**config.mk**
```make
export PLATFORM = sky130hd
export DESIGN_NAME = vdla_line_addr
export DESIGN_NICKNAME = d
export VERILOG_FILES = /design/src/common/vdla_pkg.sv /design/src/logic/vdla_line_addr.sv
export VERILOG_INCLUDE_DIRS = /design/src /design/src/common
export SDC_FILE = /design/constraint.sdc
export NUM_CORES = 1
export LEC_CHECK = 0
export ABC_AREA = 1
export BUFFER_PORTS_ARGS = -buffer_cell sky130_fd_sc_hd__buf_2
export CELL_PAD_IN_SITES_DETAIL_PLACEMENT = 0
export CELL_PAD_IN_SITES_GLOBAL_PLACEMENT = 1
export CORE_ASPECT_RATIO = 1.1
export CORE_MARGIN = 10
export CORE_UTILIZATION = 40
export CTS_CLUSTER_SIZE = 24
export DETAILED_ROUTE_END_ITERATION = 12
export HOLD_SLACK_MARGIN = 0.05
export PLACE_DENSITY = 0.88
export SLEW_MARGIN = 20
export SYNTH_ARGS = -nofsm -noshare
export SYNTH_HDL_FRONTEND = slang
export SYNTH_SLANG_ARGS = --single-unit
```
**constraint.sdc**
```tcl
create_clock -name sys_clk -period 3.3 [get_ports sys_clk]
set_input_delay 0.495 -clock sys_clk [delete_from_list [all_inputs] [get_ports sys_clk]]
set_output_delay 0.495 -clock sys_clk [all_outputs]
set_load 0.03 [all_outputs]
```
**src/common/vdla_consts.svh**
```systemverilog
// register offsets, field positions and reset values for the line address block
`ifndef VDLA_CONSTS_SVH
`define VDLA_CONSTS_SVH
`define VDLA_ADDR_W 8
`define VDLA_DATA_W 8
`define VDLA_OFS_LCD_LO 8'h46
`define VDLA_OFS_LCD_HI 8'h47
`define VDLA_OFS_CRT_LO 8'h66
`define VDLA_OFS_CRT_HI 8'h67
`define VDLA_OFS_LCD_START0 8'hC0
`define VDLA_OFS_LCD_START1 8'hC1
`define VDLA_OFS_LCD_START2 8'hC2
`define VDLA_OFS_CRT_START0 8'hC4
`define VDLA_OFS_CRT_START1 8'hC5
`define VDLA_OFS_CRT_START2 8'hC6
`define VDLA_OFS_LCD_PAN 8'hC8
`define VDLA_OFS_CRT_PAN 8'hC9
`define VDLA_OFS_BPP 8'hCA
`define VDLA_OFS_STATUS 8'hCB
`define VDLA_STRIDE_W 11
`define VDLA_HI_BITS 3
`define VDLA_ADDR_WORD_W 20
`define VDLA_BUF_BYTES 21'd1310720
`define VDLA_BUF_WORDS 20'd655360
`define VDLA_START_HI_BITS 4
`define VDLA_PAN_W 2
`define VDLA_STRIDE_RST 11'h000
`define VDLA_START_RST 20'h00000
`define VDLA_PAN_RST 2'h0
`define VDLA_BPP_RST 2'h0
`define VDLA_BPP_4 2'h0
`define VDLA_BPP_8 2'h1
`define VDLA_BPP_16 2'h2
`define VDLA_PPW_4 5'h04
`define VDLA_PPW_8 5'h02
`define VDLA_PPW_16 5'h01
`endif

```
**src/common/vdla_pkg.sv**
```systemverilog
// types shared by the line address block
package vdla_pkg;
  typedef enum logic [1:0] {
    VDLA_IDLE = 2'b00,
    VDLA_FIRST = 2'b01,
    VDLA_RUN = 2'b11
  } vdla_phase_e;

  // state of one pipe's line address walker
  typedef struct packed {
    vdla_phase_e phase;
    logic [19:0] line_addr;
    logic [1:0] pan;
    logic valid;
    logic wrap;
  } vdla_pipe_s;

  // whole block state
  typedef struct packed {
    logic [10:0] lcd_stride;
    logic [10:0] crt_stride;
    logic [19:0] lcd_start;
    logic [19:0] crt_start;
    logic [1:0] lcd_pan_reg;
    logic [1:0] crt_pan_reg;
    logic [1:0] bpp;
    logic [7:0] rdata;
    vdla_pipe_s lcd;
    vdla_pipe_s crt;
  } vdla_state_s;
endpackage

```
**src/logic/vdla_line_addr.sv**
```systemverilog
// line start address generator for the panel and crt/tv pipes
`timescale 1ns/1ps
`include "vdla_consts.svh"
//
// Summary of operation
// - the panel stride is 11 bits, low byte register plus three bits of the high register.
// - the crt/tv stride is a separate 11-bit value built the same way.
// - each stride takes any value up to its 11-bit maximum of 2047 words.
// - each panel line starts exactly stride words after the previous line start.
// - each crt/tv line starts exactly the crt/tv stride in words after the previous one.
// - a word holds four pixels at 4 bpp and one pixel at 16 bpp.
// - at 8 bpp a byte is one pixel, so a word holds two pixels.
// - a word is two bytes, so a line takes twice the stride in bytes.
// - stepped line addresses wrap inside the 1,310,720 byte display buffer; the start address is not range checked.
// - the first line address is the start address, captured once at each frame start.
// - a start address of zero is the first word of the buffer.
// - pixel pan is captured every line once a frame has started, start address only at frame start.

module vdla_line_addr
  import vdla_pkg::*;
(
  // clock and reset
  input wire logic sys_clk,
  input wire logic sys_rst,
  // register port
  input wire logic [7:0] reg_addr,
  input wire logic [7:0] reg_wdata,
  input wire logic reg_wr,
  input wire logic reg_rd,
  output logic [7:0] reg_rdata,
  // panel timing strobes
  input wire logic lcd_frame_start,
  input wire logic lcd_line_start,
  // crt/tv timing strobes
  input wire logic crt_frame_start,
  input wire logic crt_line_start,
  // panel line address out
  output logic [19:0] lcd_line_addr,
  output logic [1:0] lcd_line_pan,
  output logic lcd_line_valid,
  // crt/tv line address out
  output logic [19:0] crt_line_addr,
  output logic [1:0] crt_line_pan,
  output logic crt_line_valid,
  // pixels per buffer word at the current depth
  output logic [4:0] word_pixel_count
);

  vdla_state_s st_ff;
  vdla_state_s nxt_st;
  logic [4:0] ppw_ff;
  logic [4:0] nxt_ppw;

  // ------------------------------------------------------------------
  // one pipe step
  // ------------------------------------------------------------------
  // the accumulator adds the stride per line instead of multiplying,
  // so one adder per pipe serves any line count
  function automatic vdla_pipe_s step_pipe(input vdla_pipe_s cur, input logic frame,
      input logic line, input logic [19:0] start, input logic [10:0] stride,
      input logic [1:0] pan);
    vdla_pipe_s nx;
    logic [20:0] sum;
    nx = cur;
    nx.valid = 1'b0;
    sum = 21'({1'b0, cur.line_addr}) + 21'(stride);
    if (frame) begin
      nx.phase = VDLA_FIRST;
      nx.line_addr = start;
      nx.wrap = 1'b0;
    end else if (line) begin
      nx.pan = pan;
      nx.valid = 1'b1;
      unique case (cur.phase)
        VDLA_IDLE: begin
          // no frame seen yet: pan stays put so nothing moves without a valid line
          nx.pan = cur.pan;
          nx.valid = 1'b0;
        end
        VDLA_FIRST: begin
          nx.phase = VDLA_RUN;
        end
        VDLA_RUN: begin
          // wrap at buffer end so a stepped address never leaves the buffer
          if (sum >= 21'(`VDLA_BUF_WORDS)) begin
            nx.line_addr = 20'(sum - 21'(`VDLA_BUF_WORDS));
            nx.wrap = 1'b1;
          end else begin
            nx.line_addr = sum[19:0];
          end
        end
        default: begin
          nx.phase = VDLA_IDLE;
          nx.valid = 1'b0;
        end
      endcase
    end
    return nx;
  endfunction

  // ------------------------------------------------------------------
  // next state
  // ------------------------------------------------------------------
  always_comb begin
    nxt_st = st_ff;
    nxt_st.rdata = 8'h00;
    // register writes; high bits above the stride read back zero
    if (reg_wr) begin
      unique case (reg_addr)
        `VDLA_OFS_LCD_LO: nxt_st.lcd_stride[7:0] = reg_wdata;
        `VDLA_OFS_LCD_HI: nxt_st.lcd_stride[10:8] = reg_wdata[2:0];
        `VDLA_OFS_CRT_LO: nxt_st.crt_stride[7:0] = reg_wdata;
        `VDLA_OFS_CRT_HI: nxt_st.crt_stride[10:8] = reg_wdata[2:0];
        `VDLA_OFS_LCD_START0: nxt_st.lcd_start[7:0] = reg_wdata;
        `VDLA_OFS_LCD_START1: nxt_st.lcd_start[15:8] = reg_wdata;
        `VDLA_OFS_LCD_START2: nxt_st.lcd_start[19:16] = reg_wdata[3:0];
        `VDLA_OFS_CRT_START0: nxt_st.crt_start[7:0] = reg_wdata;
        `VDLA_OFS_CRT_START1: nxt_st.crt_start[15:8] = reg_wdata;
        `VDLA_OFS_CRT_START2: nxt_st.crt_start[19:16] = reg_wdata[3:0];
        `VDLA_OFS_LCD_PAN: nxt_st.lcd_pan_reg = reg_wdata[1:0];
        `VDLA_OFS_CRT_PAN: nxt_st.crt_pan_reg = reg_wdata[1:0];
        `VDLA_OFS_BPP: nxt_st.bpp = reg_wdata[1:0];
        default: ;
      endcase
    end
    // register reads, data one cycle later; unmapped reads give zero
    if (reg_rd) begin
      unique case (reg_addr)
        `VDLA_OFS_LCD_LO: nxt_st.rdata = st_ff.lcd_stride[7:0];
        `VDLA_OFS_LCD_HI: nxt_st.rdata = {5'h00, st_ff.lcd_stride[10:8]};
        `VDLA_OFS_CRT_LO: nxt_st.rdata = st_ff.crt_stride[7:0];
        `VDLA_OFS_CRT_HI: nxt_st.rdata = {5'h00, st_ff.crt_stride[10:8]};
        `VDLA_OFS_LCD_START0: nxt_st.rdata = st_ff.lcd_start[7:0];
        `VDLA_OFS_LCD_START1: nxt_st.rdata = st_ff.lcd_start[15:8];
        `VDLA_OFS_LCD_START2: nxt_st.rdata = {4'h0, st_ff.lcd_start[19:16]};
        `VDLA_OFS_CRT_START0: nxt_st.rdata = st_ff.crt_start[7:0];
        `VDLA_OFS_CRT_START1: nxt_st.rdata = st_ff.crt_start[15:8];
        `VDLA_OFS_CRT_START2: nxt_st.rdata = {4'h0, st_ff.crt_start[19:16]};
        `VDLA_OFS_LCD_PAN: nxt_st.rdata = {6'h00, st_ff.lcd_pan_reg};
        `VDLA_OFS_CRT_PAN: nxt_st.rdata = {6'h00, st_ff.crt_pan_reg};
        `VDLA_OFS_BPP: nxt_st.rdata = {6'h00, st_ff.bpp};
        `VDLA_OFS_STATUS: nxt_st.rdata = {4'h0, st_ff.crt.wrap, st_ff.lcd.wrap,
                                          st_ff.crt.phase == VDLA_RUN,
                                          st_ff.lcd.phase == VDLA_RUN};
        default: nxt_st.rdata = 8'h00;
      endcase
    end
    // pipes use the registers as they stood before this cycle's write
    nxt_st.lcd = step_pipe(st_ff.lcd, lcd_frame_start, lcd_line_start, st_ff.lcd_start,
                           st_ff.lcd_stride, st_ff.lcd_pan_reg);
    nxt_st.crt = step_pipe(st_ff.crt, crt_frame_start, crt_line_start, st_ff.crt_start,
                           st_ff.crt_stride, st_ff.crt_pan_reg);
  end

  // pixels per word from the colour depth; reserved code treated as 16 bpp
  always_comb begin
    unique case (nxt_st.bpp)
      `VDLA_BPP_4: nxt_ppw = `VDLA_PPW_4;
      `VDLA_BPP_8: nxt_ppw = `VDLA_PPW_8;
      default: nxt_ppw = `VDLA_PPW_16;
    endcase
  end

  // ------------------------------------------------------------------
  // state registers
  // ------------------------------------------------------------------
  always_ff @(posedge sys_clk) begin
    if (sys_rst) begin
      st_ff <= '0;
      ppw_ff <= `VDLA_PPW_4;
    end else begin
      st_ff <= nxt_st;
      ppw_ff <= nxt_ppw;
    end
  end

  // outputs straight from flip-flops; byte address is twice the word address
  assign reg_rdata = st_ff.rdata;
  assign lcd_line_addr = st_ff.lcd.line_addr;
  assign lcd_line_pan = st_ff.lcd.pan;
  assign lcd_line_valid = st_ff.lcd.valid;
  assign crt_line_addr = st_ff.crt.line_addr;
  assign crt_line_pan = st_ff.crt.pan;
  assign crt_line_valid = st_ff.crt.valid;
  assign word_pixel_count = ppw_ff;

endmodule // vdla_line_addr

```
==> results.yml <==
run_status:
  status: "complete, no violations"
global_routing:
  track_usage: 0.187
  grt_pass1_vias: 7652
  grt_first_pass_wirelength_um: 39800
  grt_max_degree: 67
  antenna_found_initial: 0
  grt-ovfl-total: 0
clock_tree:
  clock_path_buffers: 2
  cts_hold_buf: 0
  cts_sinks: 131
  clk_pin_slew_worst_paths_ns: 0.06
  cts_resized: 0
  cts_tree: "yes"
  cts_buffers: 17
  clk_latency_ns: 0.43
  root_buffer: "clkbuf_16"
  htreeDepth: 4
  post_cts.repair.setup_buffers: 0
placement:
  portBuffers: 80
  place_worst_setup_slack_ns: 0.524
  dpl.cell_count: 1533
  hpwl_um: 19300
  place_area_um2: 8450
  gp_congestion: 0.910
setup_path:
  cp_max_fo: 4
  end_kind: "flop"
  path_cells: "ha_1 -> inv_1 -> fa_1 -> inv_1 -> nand3_1 -> nand2_2 -> nand2_1 -> nand2_1 -> nand2_1 -> nand2_2 -> nand2_1 -> nand2_1 -> nand2_2 -> ha_1 -> inv_1 -> nand2_1 -> nand2_1 -> inv_2 -> nand2_4 -> nand2_2 -> nand2_1 -> nand2_1 -> a21oi_2"
  max_stage_delay_ns: 0.40
  slowest_stage: "fa_1"
  crit_required_ns: 3.66
  timing.critical_path.from_type: "flop"
  cp_data_arrival_time_ns: 3.20
  crit_type: "reg -> reg"
  cpMostUsedCell: "nand2_1"
routing:
  ant_nets: 0
  drc: 0
  via_per_inst: 5.08
  drtPass1Iterations: 6
  drt_iter0_markers: 485
  wl_per_cell_um: 15.9
  vias: 7947
  wl_um: 24900
floorplanning:
  design.core.area_um2: 20000
  die_h_um: 170
  num_rows: 54
  start_util: 0.409
  die_area_um2: 26600
  io_pins: 83
  fp.dieW_um: 156
yosys:
  ys_seq_elements: 131
  yosysTopAreaCell: "dfxtp_1"
  synth_top_area_frac: 0.320
  ys_warn_count: 0
  synth_cells: 1279
  ys_seq_area_frac: 0.320
  yosys-top-cells-area: "dfxtp_1 32%, nand2_1 16%, inv_1 8.7%"
  synth_area_um2: 8190
  yosysUniqueCellTypes: 39
  syn_area_per_cell_um2: 6.40
power:
  leakage_nw: 4.03
  swShare: 0.222
  p_comb_frac: 0.043
  p_clk_frac: 0.534
  ir_drop_v: 0.000355
  seqPwrFrac: 0.423
  p_int_mw: 2.93
  power_density_nw_per_um2: 415
  power.total_mw: 3.77
  p_sw_uw: 838
cells_and_area:
  fin_nets: 1356
  drive_gt1_frac: 0.123
  diodes: 0
  area_delta_synth_final_pct: 10.8
  final_common_cell: "nand2_1"
  postLayoutCoreUtil: 0.454
  mostFrequentLayoutCells: "347 x nand2_1, 189 x inv_1, 131 x dfxtp_1"
  stdcell_area_um2: 9080
  finalNonFillerCells: 1564
timing:
  hold_viol_final: 0
  layout_setup_ws_ns: 0.464
  finalSetupViolations: 0
  fmax_ghz: 0.353
  hold_ws_ns: 0.371
  fin_tns_setup_ns: 0
  fin_crit_sh: 0.859
  relSlewSlack: 0.444
  drv_slew: 0
  finalCriticalPeriod_ns: 2.84
  worst_slew_pin_slew_ns: 0.834
  rsz0062_at_grt: "false"
  clock_skew_ns: 0.00757
run:
  cap_violations: 0
hold_path:
  hold_class: "in -> reg"
logic make-up after synthesis:
| family | count (synthesis) | synth area share |
|---|---|---|
| AND/OR/NAND/NOR | 595 | 0.307 |
| buffers and inverters | 284 | 0.156 |
| AO/OA/AOI/OAI | 228 | 0.156 |
| flip-flops | 131 | 0.320 |
| adder cells (fa/ha/maj) | 32 | 0.0507 |
| XOR/XNOR | 8 | 0.00947 |
| other | 1 | 0.000458 |
critical path, delay by kind of cell, from the launching register on:
family / cells / cell delay [ns]
flip-flops: 1 / 0.37
adder cells (fa/ha/maj): 3 / 0.83
AO/OA/AOI/OAI: 1 / 0.10
AND/OR/NAND/NOR: 15 / 1.16
buffers and inverters: 4 / 0.33
metal layers:
layer / routed length, µm / track usage
met5: 0 / 0
met3: 1540 / 0.0356
met2: 12300 / 0.334
met4: 409 / 0.0530
met1: 10600 / 0.223
power by group through the flow:
stage               sequential (mW)  combinational [mW]  clock (mW)
CTS                            1.59               0.161        2.04
finish                         1.59               0.162        2.01
global placement               1.63               0.160           0
detailed placement             1.63               0.161           0
global route                   1.60               0.179        2.10
floorplan                      1.63               0.102           0
synth_stat cells, drive strengths merged:
cell	count
nand2	367
inv	193
dfxtp	131
nor2	103
a21oi	94
nand3	92
o21ai	65
buf	59
a31oi	36
clkbuf	32
ha	30
o22ai	14
a221oi	12
nand4	11
nor3	10
xor2	6
nand3b	4
and2	3
a211oi	2
a21boi	2
a41oi	2
and3	2
fa	2
or2	2
xnor2	2
conb	1
nor4	1
o211ai	1
registers in the layout, indices dropped and copies added, names as in the netlist:
register / cells
word_pixel_count: 3
reg_rdata: 8
crt_line_valid: 1
lcd_line_valid: 1
lcd_line_pan: 2
lcd_line_addr: 20
crt_line_addr: 20
crt_line_pan: 2
st_ff: 74
cell type report:
| class | count | area (µm²) |
|---|---|---|
| clock buffers | 23 | 508 |
| clock inverters | 8 | 123 |
| fillers | 2111 | 10900 |
| inverters | 193 | 724 |
| multi-input cells | 865 | 4290 |
| flip-flops and latches | 131 | 2620 |
| well taps | 252 | 315 |
| repair buffers | 92 | 490 |
final timing paths:
path / start / end / slack (ns) / depth (start not counted)
worst max-delay path: crt_line_addr[0] / crt_line_addr[19] / 0.46 / 23
worst min-delay path: crt_line_start / crt_line_valid / 0.37 / 3
worst max register to register: crt_line_addr[0] / crt_line_addr[19] / 0.46 / 23
worst min register to register: st_ff[93] / st_ff[93] / 0.47 / 2
No activity file was read; power rests on OpenSTA's default activity.
